`config.mk`:
```
export PLATFORM = sky130hd
export DESIGN_NAME = pos_output_stage
export DESIGN_NICKNAME = d
export VERILOG_FILES = /design/src/design/pos_pkg.sv /design/src/design/pos_output_stage.sv
export SDC_FILE = /design/constraint.sdc
export NUM_CORES = 1
export LEC_CHECK = 0
export ABC_AREA = 1
export BUFFER_PORTS_ARGS = -buffer_cell sky130_fd_sc_hd__buf_4
export CAP_MARGIN = 40
export CORE_MARGIN = 4
export CORE_UTILIZATION = 52
export CTS_CLUSTER_DIAMETER = 150
export DETAILED_ROUTE_END_ITERATION = 6
export HOLD_SLACK_MARGIN = 0.15
export PLACE_DENSITY = 0.88
export SLEW_MARGIN = 10
export SYNTH_ARGS = -nofsm -noshare
export SYNTH_HDL_FRONTEND = slang
export SYNTH_SLANG_ARGS = --single-unit
```
`constraint.sdc`:
```
create_clock -name i_clk -period 4.3 [get_ports i_clk]
set_input_delay 0.43 -clock i_clk [delete_from_list [all_inputs] [get_ports i_clk]]
set_output_delay 0.43 -clock i_clk [all_outputs]
set_load 0.02 [all_outputs]
```
`src/design/pos_pkg.sv`:
```
// Purpose: shared constants for the pwm output conditioning stage
// Assumes: one module clock, pins indexed a=0 .. f=5
// Notes:   high-side pins sit at even indices, low-side pins at odd ones
package pos_pkg;

	// ----------------------------------------
	// widths
	// ----------------------------------------
	localparam int POS_DT_W    = 6;   // dead-time field width
	localparam int POS_MODE_W  = 3;   // output mode select width
	localparam int POS_SRC_W   = 8;   // shutdown source select width
	localparam int POS_PINS    = 6;   // output pins a .. f
	localparam int POS_STATE_W = 2;   // shutdown pin state field width

	// ----------------------------------------
	// output mode codes
	// ----------------------------------------
	localparam logic [POS_MODE_W-1:0] POS_MODE_HALF_BRIDGE = 3'h2;
	localparam logic [POS_MODE_W-1:0] POS_MODE_BDC_REVERSE = 3'h4;
	localparam logic [POS_MODE_W-1:0] POS_MODE_BDC_FORWARD = 3'h5;
	localparam logic [POS_MODE_W-1:0] POS_MODE_SCAN        = 3'h6;
	localparam logic [POS_MODE_W-1:0] POS_MODE_PP_DEFAULT  = 3'h3;

	// ----------------------------------------
	// shutdown pin state field codes
	// ----------------------------------------
	localparam logic [POS_STATE_W-1:0] POS_SD_INACTIVE = 2'h0;  // drive inactive
	localparam logic [POS_STATE_W-1:0] POS_SD_ACTIVE   = 2'h1;  // drive active
	// codes 2 and 3 both release the pin (high impedance)

	// ----------------------------------------
	// pin indices and reset values
	// ----------------------------------------
	localparam int POS_PIN_A = 0;
	localparam int POS_PIN_B = 1;
	localparam int POS_PIN_C = 2;
	localparam int POS_PIN_D = 3;
	localparam int POS_PIN_E = 4;
	localparam int POS_PIN_F = 5;
	localparam logic [POS_DT_W-1:0] POS_DT_IDLE = 6'h00;
	localparam logic [POS_PINS-1:0] POS_PINS_OFF = 6'h00;

endpackage

```
`src/design/pos_output_stage.sv`:
```
// Purpose: dead-time, mode blanking, auto-shutdown and polarity for six pwm pins
// Assumes: all inputs synchronous to i_clk; compare signal and period sync come from outside
// Notes:   every output is registered, so pins follow shutdown by one clock and the compare signal by two
`timescale 1ns/10ps

// Summary of operation
// - derive true and complementary signals from input
// - delay only rising edges by dead-time count
// - zero duty: both inactive, then true low
// - full duty: both inactive, then true high
// - half-bridge: a true, b complement, polarity later
// - half-bridge pair copied to c/d, e/f per enable
// - brushed-dc blanks a..d on toggle, e/f released
// - push-pull blanks at period boundary, polarity after
// - scan mode bypasses dead-time delay
// - selected sources shut down low, software bit high
// - shutdown level-sensitive and acts without waiting
// - two fields set high/low side shutdown state
// - disabled pins ignore shutdown
// - software bit holds shutdown until cleared
// - flag set while shutdown in effect
// - manual clear ignored while any selected source or software bit active
// - auto restart clears flag at period start
// - still active at period start: skip period
// - gated shutdown takes effect at period boundary
// - gated resume automatic only with restart enabled
// - two bits invert high and low pin groups
// - polarity applied after dead-time and shutdown
// - half-bridge selected by mode code two
// - brushed-dc forward five, reverse four
// - direction toggle loads counter, pair waits expiry
module pos_output_stage #(
	parameter logic [pos_pkg::POS_MODE_W-1:0] PUSH_PULL_MODE = pos_pkg::POS_MODE_PP_DEFAULT
) (
	input  wire logic                               i_clk,
	input  wire logic                               i_sys_rst,
	input  wire logic                               i_module_enable,
	input  wire logic                               i_pwm_in,
	input  wire logic                               i_period_sync,
	input  wire logic [pos_pkg::POS_DT_W-1:0]       i_dead_time_count,
	input  wire logic [pos_pkg::POS_MODE_W-1:0]     i_output_mode_select,
	input  wire logic [pos_pkg::POS_PINS-1:0]       i_pin_enable_bits,
	input  wire logic [pos_pkg::POS_SRC_W-1:0]      i_shutdown_source_select,
	input  wire logic [pos_pkg::POS_SRC_W-1:0]      i_shutdown_sources,
	input  wire logic                               i_software_shutdown,
	input  wire logic [pos_pkg::POS_STATE_W-1:0]    i_high_side_shutdown_state,
	input  wire logic [pos_pkg::POS_STATE_W-1:0]    i_low_side_shutdown_state,
	input  wire logic                               i_auto_restart_enable,
	input  wire logic                               i_gated_shutdown_enable,
	input  wire logic                               i_high_side_invert,
	input  wire logic                               i_low_side_invert,
	input  wire logic                               i_event_flag_clear,
	output logic      [pos_pkg::POS_PINS-1:0]       o_pin_out,
	output logic      [pos_pkg::POS_PINS-1:0]       o_pin_oe,
	output logic                                    o_shutdown_event_flag
);
	import pos_pkg::*;

	// ----------------------------------------
	// declarations
	// ----------------------------------------
	logic                  pwm_prev_reg;     // last sampled compare signal
	logic                  en_prev_reg;      // enable one clock ago
	logic [POS_MODE_W-1:0] mode_prev_reg;    // mode one clock ago
	logic [POS_DT_W-1:0]   cnt_reg;          // dead-time countdown
	logic [POS_DT_W-1:0]   cnt_next;
	logic                  phase_reg;        // push-pull side select
	logic                  gated_req_reg;    // request latched at boundary
	logic                  flag_reg;         // shutdown event status
	logic                  flag_next;
	logic [POS_PINS-1:0]   base_val;         // mode output before shutdown
	logic [POS_PINS-1:0]   base_oe;
	logic [POS_PINS-1:0]   pin_out_next;
	logic [POS_PINS-1:0]   pin_oe_next;
	logic                  in_edge;          // compare signal changed
	logic                  dt_done;          // countdown at zero
	logic                  dt_true;          // delayed true signal
	logic                  dt_comp;          // delayed complement
	logic                  mode_hb;
	logic                  mode_bdc;
	logic                  mode_pp;
	logic                  mode_scan;
	logic                  dir_toggle;       // forward/reverse swap
	logic                  raw_req;          // any selected source asking
	logic                  shut_req;         // request after gating
	logic                  shut_any;         // outputs forced safe now

	// ----------------------------------------
	// mode decode
	// ----------------------------------------
	assign mode_hb   = (i_output_mode_select == POS_MODE_HALF_BRIDGE);
	assign mode_bdc  = (i_output_mode_select == POS_MODE_BDC_FORWARD) ||
	                   (i_output_mode_select == POS_MODE_BDC_REVERSE);
	assign mode_pp   = (i_output_mode_select == PUSH_PULL_MODE);
	assign mode_scan = (i_output_mode_select == POS_MODE_SCAN);
	assign in_edge   = (i_pwm_in != pwm_prev_reg);
	// toggle only counts when staying inside the brushed-dc pair of codes
	assign dir_toggle = mode_bdc && en_prev_reg &&
	                    ((mode_prev_reg == POS_MODE_BDC_FORWARD) || (mode_prev_reg == POS_MODE_BDC_REVERSE)) &&
	                    (mode_prev_reg != i_output_mode_select);

	// ----------------------------------------
	// input sampling
	// ----------------------------------------
	// the delayed copy feeds the dead-time stage, so the counter is
	// already loaded when the new level reaches the gating term
	always_ff @(posedge i_clk) begin
		if (i_sys_rst) begin
			pwm_prev_reg  <= 1'b0;
			en_prev_reg   <= 1'b0;
			mode_prev_reg <= POS_MODE_HALF_BRIDGE;
		end else begin
			pwm_prev_reg  <= i_pwm_in;
			en_prev_reg   <= i_module_enable;
			mode_prev_reg <= i_output_mode_select;
		end
	end

	// ----------------------------------------
	// dead-time counter
	// ----------------------------------------
	always_comb begin
		cnt_next = cnt_reg;
		if (!i_module_enable) begin
			cnt_next = POS_DT_IDLE;
		end else if (!en_prev_reg) begin
			cnt_next = i_dead_time_count;
		end else if (mode_bdc && dir_toggle) begin
			cnt_next = i_dead_time_count;
		end else if (mode_pp && i_period_sync) begin
			cnt_next = i_dead_time_count;
		end else if (!mode_bdc && in_edge) begin
			cnt_next = i_dead_time_count;
		end else if (cnt_reg != POS_DT_IDLE) begin
			cnt_next = cnt_reg - 6'h01;
		end
	end

	always_ff @(posedge i_clk) begin
		if (i_sys_rst) begin
			cnt_reg <= POS_DT_IDLE;
		end else begin
			cnt_reg <= cnt_next;
		end
	end

	// only rising edges wait; a falling edge drops the output at once
	// the first enabled cycle is blanked too: the counter only loads on that edge
	assign dt_done = (cnt_reg == POS_DT_IDLE) && en_prev_reg;
	assign dt_true = pwm_prev_reg && dt_done;
	assign dt_comp = !pwm_prev_reg && dt_done;

	// ----------------------------------------
	// push-pull phase
	// ----------------------------------------
	always_ff @(posedge i_clk) begin
		if (i_sys_rst) begin
			phase_reg <= 1'b0;
		end else if (!i_module_enable || !mode_pp) begin
			phase_reg <= 1'b0;
		end else if (i_period_sync) begin
			phase_reg <= !phase_reg;
		end
	end

	// ----------------------------------------
	// per-mode pin values, active high
	// ----------------------------------------
	always_comb begin
		base_val = POS_PINS_OFF;
		base_oe  = i_pin_enable_bits;
		if (mode_hb) begin
			// same pair on a/b, c/d, e/f; enables pick the pins
			base_val = {dt_comp, dt_true, dt_comp, dt_true, dt_comp, dt_true};
		end else if (mode_bdc) begin
			base_oe[POS_PIN_E] = 1'b0;
			base_oe[POS_PIN_F] = 1'b0;
			// blank in the toggle cycle itself, before the counter has loaded
			if (dt_done && !(dir_toggle && (i_dead_time_count != POS_DT_IDLE))) begin
				if (i_output_mode_select == POS_MODE_BDC_FORWARD) begin
					base_val[POS_PIN_A] = pwm_prev_reg;
					base_val[POS_PIN_D] = 1'b1;
				end else begin
					base_val[POS_PIN_C] = pwm_prev_reg;
					base_val[POS_PIN_B] = 1'b1;
				end
			end
		end else if (mode_pp) begin
			// blanked while the boundary countdown runs
			base_val = {!phase_reg, phase_reg, !phase_reg, phase_reg, !phase_reg, phase_reg} &
			           {POS_PINS{pwm_prev_reg && dt_done}};
		end else if (mode_scan) begin
			base_val = {POS_PINS{pwm_prev_reg}};
		end else begin
			// steering of other modes lives upstream
			base_val = {POS_PINS{pwm_prev_reg}};
		end
	end

	// ----------------------------------------
	// shutdown request
	// ----------------------------------------
	// sources are low-active, the software bit high-active
	assign raw_req  = (|(i_shutdown_source_select & ~i_shutdown_sources)) || i_software_shutdown;
	assign shut_req = i_gated_shutdown_enable ? gated_req_reg : raw_req;
	// flag or live request: no wait for the flag flop to catch up
	assign shut_any = flag_reg || shut_req;

	// gated request is sampled only at period boundaries
	always_ff @(posedge i_clk) begin
		if (i_sys_rst) begin
			gated_req_reg <= 1'b0;
		end else if (!i_module_enable) begin
			gated_req_reg <= 1'b0;
		end else if (i_period_sync) begin
			gated_req_reg <= raw_req;
		end
	end

	// ----------------------------------------
	// shutdown event flag
	// ----------------------------------------
	// set beats manual and auto-restart clears in the same clock; disable beats set
	always_comb begin
		flag_next = flag_reg;
		if (!i_module_enable) begin
			flag_next = 1'b0;
		end else if (shut_req) begin
			flag_next = 1'b1;
		end else if (i_auto_restart_enable) begin
			if (i_period_sync && !raw_req) begin
				flag_next = 1'b0;
			end
		end else if (i_event_flag_clear && !raw_req) begin
			flag_next = 1'b0;
		end
	end

	always_ff @(posedge i_clk) begin
		if (i_sys_rst) begin
			flag_reg <= 1'b0;
		end else begin
			flag_reg <= flag_next;
		end
	end

	// ----------------------------------------
	// shutdown state and polarity per pin
	// ----------------------------------------
	generate
		for (genvar p = 0; p < POS_PINS; p++) begin : g_pin
			logic [POS_STATE_W-1:0] sd_state;
			logic                   inv;
			logic                   val;
			logic                   oe;
			assign sd_state = (p % 2 == 0) ? i_high_side_shutdown_state : i_low_side_shutdown_state;
			assign inv      = (p % 2 == 0) ? i_high_side_invert : i_low_side_invert;
			// a pin without its enable is never touched by shutdown
			assign val = (shut_any && i_pin_enable_bits[p]) ? (sd_state == POS_SD_ACTIVE) : base_val[p];
			assign oe  = (shut_any && i_pin_enable_bits[p]) ?
			             ((sd_state == POS_SD_INACTIVE) || (sd_state == POS_SD_ACTIVE)) : base_oe[p];
			assign pin_out_next[p] = i_module_enable && (val ^ inv);
			assign pin_oe_next[p]  = i_module_enable && oe && i_pin_enable_bits[p];
		end
	endgenerate

	// ----------------------------------------
	// output registers
	// ----------------------------------------
	always_ff @(posedge i_clk) begin
		if (i_sys_rst) begin
			o_pin_out             <= POS_PINS_OFF;
			o_pin_oe              <= POS_PINS_OFF;
			o_shutdown_event_flag <= 1'b0;
		end else begin
			o_pin_out             <= pin_out_next;
			o_pin_oe              <= pin_oe_next;
			o_shutdown_event_flag <= flag_next;
		end
	end
endmodule

```
==> metrics.csv, run 1 <==
stage,metric,value,unit
floorplan,fp.dieW,62.9,um
timing,finalClockSkew,0.00676,ns
placed_design,port_buffers,58,
clocking,cts_tree,yes,
synth,synth_common_cells,"nand2_1 (54), inv_1 (31), nor2_1 (29)",
synth,synthDominantAreaCellType,dfxtp_1,
detailed_routing,antenna_left,0,
placed_design,placement.setup.worst_slack,2.68,ns
floorplan,start_util,0.558,
hold_path,holdCritPathClass,in -> reg,
floorplan,die_area,0.00395,mm2
detailed_routing,route.final.wire_length,3420,um
timing,fmax,612,MHz
synth,yosysMostFrequentCell,nand2_1,
synth,synthesized_netlist_cell_count,231,
clocking,cts_clk_pin_slew_worst_paths,0.13,ns
clocking,cts-htree-levels,1,
global_routing,globalRouteMet1Util,0.199,
synth,synth_enable_flop_cells,0,
timing,final_worst_path_cycle_share,0.380,
timing,finalSetupViolCount,0,
setup_path,maximum_single_stage_delay_on_the_critical_path,0.40,ns
timing,max-slew-margin-rel,0.674,
timing,hold_viol,0,
synth,synth_compound_gate_area_share,0.112,
clocking,cts_root_buf,clkbuf_4,
setup_path,critical_path.startpoint_type,flip-flop,
synth,postSynthRegisterBits,26,
synth,seq_area_frac_synth,0.333,
synth,post_synth_xor_area_fraction,0.0280,
setup_path,rr_worst_depth,10,
clocking,post_cts_resize_count,0,
power,leakagePower,1.05,nW
synth,synth_area_leaders,"dfxtp_1 (33%), nand2_1 (13%), inv_1 (7.4%), nor2_1 (7.0%), nand3_1 (5.8%)",
synth,synth.yosys.warnings,0,
synth,yosys.area.top_type_share,0.333,
floorplan,floorplan.core_area,0.00281,mm2
setup_path,worst_ep_required_time,4.52,ns
power,power.sequential.fraction,0.509,
global_routing,gr_util_met2,0.329,
clocking,cts_setup_buffers,0,
synth,synth_flop_type,dfxtp_1,
setup_path,timing_worst_setup_path_type,reg -> reg,
power,vdd.ir_drop.worst,0.246,mV
timing,layout_setup_ws,2.67,ns
global_routing,global_route_usage_over_all_layers,0.176,
detailed_routing,dr_drc_count,0,
synth,post_synth_num_cell_types,31,
layout,layout.nets,340,
synth,dominant_combinational_cell_family_by_area_after_synthesis,simple AND/OR/NAND/NOR gates,
setup_path,critical-path-slowest-cell,dfxtp_1,
flow_run,timing.max_cap.violations,0,
clocking,cts_hold_buffers,0,
global_routing,grt_use_met3,0.0468,
timing,grt_setup_unrepaired,false,
global_routing,antenna_found_initial,0,
power,power.share.switching,0.306,
timing,tightest_slew,0.486,ns
synth,synth_simple_gate_area_frac,0.404,
synth,synth-async-reset-ratio,0,
floorplan,pin_count,59,
timing,timing.setup.tns,0,ns
clocking,clock_path_buffers,2,
global_routing,globalRoute.busiestLayer,met2,
power,design_power_total,512,uW
run_status,status,"finished, final reports clean",
synth,muxShareOfSynthArea,0,
placed_design,place.gp.congestion,0.832,
placed_design,detailed_place_hpwl,2840,um
synth,mappedNetlistArea,0.00157,mm2
power,power-per-cell-area,250,mW/mm2
setup_path,critPathArrivalTime,1.86,ns
setup_path,timing.critical_path.fanout_max,5,
power,internal_power,355,uW
layout,final_layout_size_suffix_gt1_frac,0.317,
setup_path,crit_path_cell_trace,inv_1 > ha_1 > nand2_2 > nor2_4 > nand2_2 > clkinv_1 > nand4_1 > nand3_2 > a21oi_1 > nor2_1,
clocking,cts_made_buffers,3,
detailed_routing,route.vias.total,1621,
setup_path,cp_common_cell,nand2_2,
power,clock_power_share,0.197,
power,switchingPower,157,uW
global_routing,first_pass_grt_wire_length,5800,um
synth,post_synth.cell_area_avg,6.78,um2
detailed_routing,avgViaCountPerCell,5.05,
hold_path,whs_path_depth,2,
global_routing,grt_pass1_vias,1474,
detailed_routing,detail_route.first_pass.iterations,4,
timing,post-route-min-period,1.63,ns
global_routing,grt-ovfl-total,0,
timing,slew_violations,0,
synth,postSynthNetCount,279,
power,power_frac_comb,0.295,
detailed_routing,detailedRoute.firstIterationViolations,70,
synth,synth_fa_ha_area_frac,0.0160,
floorplan,die_h,62.9,um
clocking,clock_sink_count,26,
layout,areaGrowthSynthToFinish,30.8,%
floorplan,placementRows,19,
setup_path,worstSetupEndpointType,flip-flop,
detailed_routing,routed_wire_length_per_instance,10.7,um
layout,insertedDiodeCount,0,
clocking,clock_latency,0.31,ns
global_routing,largest_net_degree_at_the_start_of_global_routing,19,
## path summary, 6_finish.rpt
check | endpoint | slack, ns | startpoint
hold reg to reg | phase_reg | 0.54 | phase_reg
hold / removal | mode_prev_reg[0] | 0.29 | i_sys_rst
setup reg to reg | o_pin_out[2] | 2.67 | cnt_reg[0]
setup / recovery | o_pin_out[2] | 2.67 | cnt_reg[0]
## worst max-delay path, delay by kind of cell, from the launching register on
family                     cells  cell delay, ns
DFF                            1            0.40
AOI/OAI and AO/OA              1            0.12
and+or+nand+nor                6            0.55
adders and majority gates      1            0.21
buffers and inverters          2            0.26
## per-stage QoR
step           cell area (um2)  std cells   util  hold slack (ns)
6_report                  2050        321  0.730            0.292
4_1_cts                   2050        321  0.730            0.278
3_3_place_gp              2020        318  0.722            0.489
3_5_place_dp              2020        318  0.722            0.526
5_1_grt                   2050        321  0.730            0.273
2_1_floorplan             1570        231      -            0.468
## per-layer routing
| layer | vias to the layer above | part of all wire |
|---|---|---|
| met2 | 58 | 0.49 |
| met1 | 707 | 0.43 |
| met5 | - | 0 |
| li1 | 854 | - |
| met4 | 0 | 0.0053 |
| met3 | 2 | 0.074 |
## final cells by class
class	instances	area, um2
Fill cell	241	758
Clock buffer	3	22.5
Timing Repair Buffer	58	435
Tap cell	31	38.8
Sequential cell	26	520
Inverter	40	153
Multi-Input combinational cell	163	877
## placed cells by master (no fill, tap or decap)
master    count
a211oi_2      2
o211ai_2      1
inv_4         1
nor2_1       29
nor3_1        2
inv_2         6
dfxtp_1      26
o211ai_1      1
xnor2_1       2
nand3_4       2
nand2_1      54
or2_2         1
clkbuf_4      3
nand4_1       5
a211oi_1      1
nor2_2        1
o21ai_0       3
buf_4        58
ha_1          2
o21ai_1       6
nand3_2       4
nand3_1      18
clkinv_1      2
nor2_4        3
inv_1        31
a21oi_1      12
nor3b_4       1
a41oi_1       1
xor2_1        3
nand2_2       8
a21oi_2       1
## cell families after synthesis
logic type               Yosys count
AO/OA/AOI/OAI                     28
XOR/XNOR                           5
adder cells (fa/ha/maj)            2
buffers and inverters             42
flip-flops                        26
AND/OR/NAND/NOR                  128
## power groups by stage
stage / Clock (mW) / Sequential, mW / Combinational [mW]
floorplan: 0 / 0.273 / 0.0849
global placement: 0 / 0.266 / 0.149
detailed placement: 0 / 0.266 / 0.151
CTS: 0.106 / 0.261 / 0.151
global route: 0.112 / 0.262 / 0.168
finish: 0.101 / 0.260 / 0.151
Note: power is estimated with default switching activity, not from simulation.
==> run 2, diff against run 1 <==
- CORE_UTILIZATION: 52 -> 44
- PLACE_DENSITY: 0.88 -> 0.8
- clock period: 4.3 -> 1.35 ns (I/O delays scaled with it)
==> run 2 against run 1 <==
Net effect:
- the flow now finishes with violations (setup timing)
- hold slack got worse by 0.15 ns
- die area rose by 16%
- clock-buffer cell count did not move
- critical path depth rose by 3
- register-to-register slack got worse by 2.8 ns
- routed wire length rose by 35%
- setup slack got worse by 2.8 ns
- clock skew rose by 0.0089 ns
- cell area rose by 26%
- via count rose by 13%
- combinational power rose to 4.3 times the previous value
- sequential power rose to 3.2 times the previous value
==> metrics.csv, run 2 (synthesis gave the netlist of run 1 again) <==
stage,metric,value,unit,change
detailed_routing,dr_drc_count,0,,unchanged
floorplan,pin_count,59,,unchanged
detailed_routing,detail_route.first_pass.iterations,4,,unchanged
floorplan,floorplan.core_area,0.00339,mm2,was 0.00281 mm2
setup_path,maximum_single_stage_delay_on_the_critical_path,0.36,ns,was 0.40 ns
layout,fillers,227,,was 241
timing,tightest_slew,0.400,ns,was 0.486 ns
floorplan,die_h,67.6,um,was 62.9 um
setup_path,critPathArrivalTime,1.74,ns,was 1.86 ns
clocking,cts_root_buf,clkbuf_4,,unchanged
timing,post-route-min-period,1.50,ns,was 1.63 ns
detailed_routing,detailedRoute.firstIterationViolations,131,,was 70
setup_path,critical-path-slowest-cell,dfxtp_2,,was dfxtp_1
placed_design,place.gp.congestion,0.837,,was 0.832
layout,areaGrowthSynthToFinish,64.6,%,was 30.8%
clocking,cts_made_buffers,3,,unchanged
clocking,clock_path_buffers,2,,unchanged
flow_run,timing.max_cap.violations,0,,unchanged
setup_path,critical-path-top-delay-family,simple AND/OR/NAND/NOR gates,,unchanged
clocking,cts_clk_pin_slew_worst_paths,0.16,ns,was 0.13 ns
timing,layout_setup_ws,-0.147,ns,was 2.67 ns
timing,finalSetupViolCount,11,,was 0
floorplan,placementRows,21,,was 19
setup_path,worstSetupEndpointType,flip-flop,,unchanged
timing,finalClockSkew,0.0156,ns,was 0.00676 ns
timing,hold_viol,0,,unchanged
timing,final_worst_path_cycle_share,1.11,,was 0.380
timing,hold_ws,0.141,ns,was 0.292 ns
power,vdd.ir_drop.worst,0.440,mV,was 0.246 mV
layout,layout.nets,378,,was 340
detailed_routing,antenna_left,0,,unchanged
global_routing,grt_pass1_vias,1789,,was 1474
layout,layout.cells.most_common,buf_4,,unchanged
layout,final_layout_size_suffix_gt1_frac,0.404,,was 0.317
global_routing,global_route_usage_over_all_layers,0.209,,was 0.176
layout,mostFrequentLayoutCells,"buf_4 (72), nand2_1 (51), nor2_1 (29)",,"was buf_4 (58), nand2_1 (54), inv_1 (31)"
global_routing,first_pass_grt_wire_length,7420,um,was 5800 um
placed_design,port_buffers,58,,unchanged
setup_path,worst_ep_required_time,1.59,ns,was 4.52 ns
setup_path,timing.critical_path.fanout_max,3,,was 5
run_status,status,"complete, but fails checks",,"was finished, final reports clean"
floorplan,die_area,0.00458,mm2,was 0.00395 mm2
detailed_routing,route.vias.total,1828,,was 1621
timing,fmax,668,MHz,was 612 MHz
clocking,clock_latency,0.33,ns,was 0.31 ns
power,design_power_total,2.02,mW,was 512 uW
detailed_routing,routed_wire_length_per_instance,12.3,um,was 10.7 um
placed_design,detailed_place_hpwl,3030,um,was 2840 um
timing,grt_setup_unrepaired,true,,was false
floorplan,fp.dieW,67.6,um,was 62.9 um
setup_path,cp_common_cell,nand2_1,,was nand2_2
timing,slew_violations,0,,unchanged
clocking,cts-htree-levels,1,,unchanged
floorplan,start_util,0.462,,was 0.558
timing,max-slew-margin-rel,0.731,,was 0.674
run_status,failed_checks,setup timing,,
setup_path,timing_worst_setup_path_type,reg -> reg,,unchanged
global_routing,antenna_found_initial,0,,unchanged
setup_path,critPathBufInv,1,,was 2
global_routing,largest_net_degree_at_the_start_of_global_routing,19,,unchanged
layout,insertedDiodeCount,0,,unchanged
power,power-per-cell-area,783,mW/mm2,was 250 mW/mm2
detailed_routing,avgViaCountPerCell,4.87,,was 5.05
setup_path,crit_path_cell_trace,inv_2 > ha_4 > nand2_4 > nor2_4 > nand4_1 > nand2_1 > nand2_1 > nand2_1 > nand2_2 > nand3_2 > nand3_2 > nand2_1 > nor2_1,,was inv_1 > ha_1 > nand2_2 > nor2_4 > nand2_2 > clkinv_1 > nand4_1 > nand3_2 > a21oi_1 > nor2_1
hold_path,holdCritPathClass,in -> reg,,unchanged
detailed_routing,route.final.wire_length,4610,um,was 3420 um
global_routing,grt-ovfl-total,0,,unchanged
clocking,cts_tree,yes,,unchanged
clocking,clock_sink_count,26,,unchanged
setup_path,critical_path.startpoint_type,flip-flop,,unchanged
power,leakagePower,1.28,nW,was 1.05 nW
==> run 2: changes by cell type in the layout (fill, tap and decap cells not counted), moves of 7 or more <==
cell           before  now
nand3_1            18   10
buf_4              58   72
nand3_2             4   11
dlygate4sd3_1       0   22
==> run 2: worst min-delay path: stages <==
cell	delay (ns)
buf_4	0.10
o21ai_2	0.06
a211oi_2	0.13
==> run 2: worst paths after layout <==
kind	endpoint	depth (start not counted)	from	slack, ns
hold reg to reg	phase_reg	2	phase_reg	0.54
setup reg to reg	o_pin_out[3]	13	cnt_reg[0]	-0.15
setup / recovery	o_pin_out[3]	13	cnt_reg[0]	-0.15
hold / removal	cnt_reg[4]	3	i_dead_time_count[4]	0.14
==> run 2: power breakdown <==
group          switching, mW  internal (mW)
Sequential            0.0194          0.808
Clock                  0.244          0.300
Combinational          0.331          0.316
Total                  0.595           1.42
==> run 2: metal layers <==
layer / up-vias / global-route usage / part of all wire
li1: 927 / - / -
met1: 818 / 0.229 / 0.38
met4: 0 / 0.0861 / 0.029
met2: 67 / 0.382 / 0.52
met5: - / 0 / 0
met3: 16 / 0.0483 / 0.067
==> run 2: area by class of cell <==
| type | instances | area [um2] | share of cell area |
|---|---|---|---|
| clock inverter | 1 | 30.0 | 0.0117 |
| inverter | 40 | 160 | 0.0622 |
| tap | 46 | 57.6 | 0.0223 |
| multi-input combinational | 163 | 987 | 0.383 |
| sequential | 26 | 527 | 0.204 |
| clock buffer | 3 | 22.5 | 0.00874 |
| timing repair buffer | 96 | 792 | 0.307 |
==> run 2: per-stage QoR <==
| step | utilization | std cells | setup TNS [ns] | setup slack [ns] | instance area [um2] |
|---|---|---|---|---|---|
| floorplan | - | 231 | 0 | 0.00539 | 1580 |
| global placement | 0.637 | 347 | -0.176 | -0.0511 | 2160 |
| detailed placement | 0.637 | 347 | -0.619 | -0.104 | 2160 |
| CTS | 0.739 | 374 | -0.330 | -0.0690 | 2500 |
| global route | 0.760 | 375 | -2.29 | -0.274 | 2580 |
| finish | 0.760 | 375 | -1.09 | -0.147 | 2580 |
==> run 2: repair_timing <==
item                                    in CTS  in global routing
hold buffers                                22                  0
endpoints found under the hold margin       24                  0
setup buffers                                1                  2
endpoints found under the setup margin      12                 13
resized for setup                           16                 13
pin swaps                                    3                  7
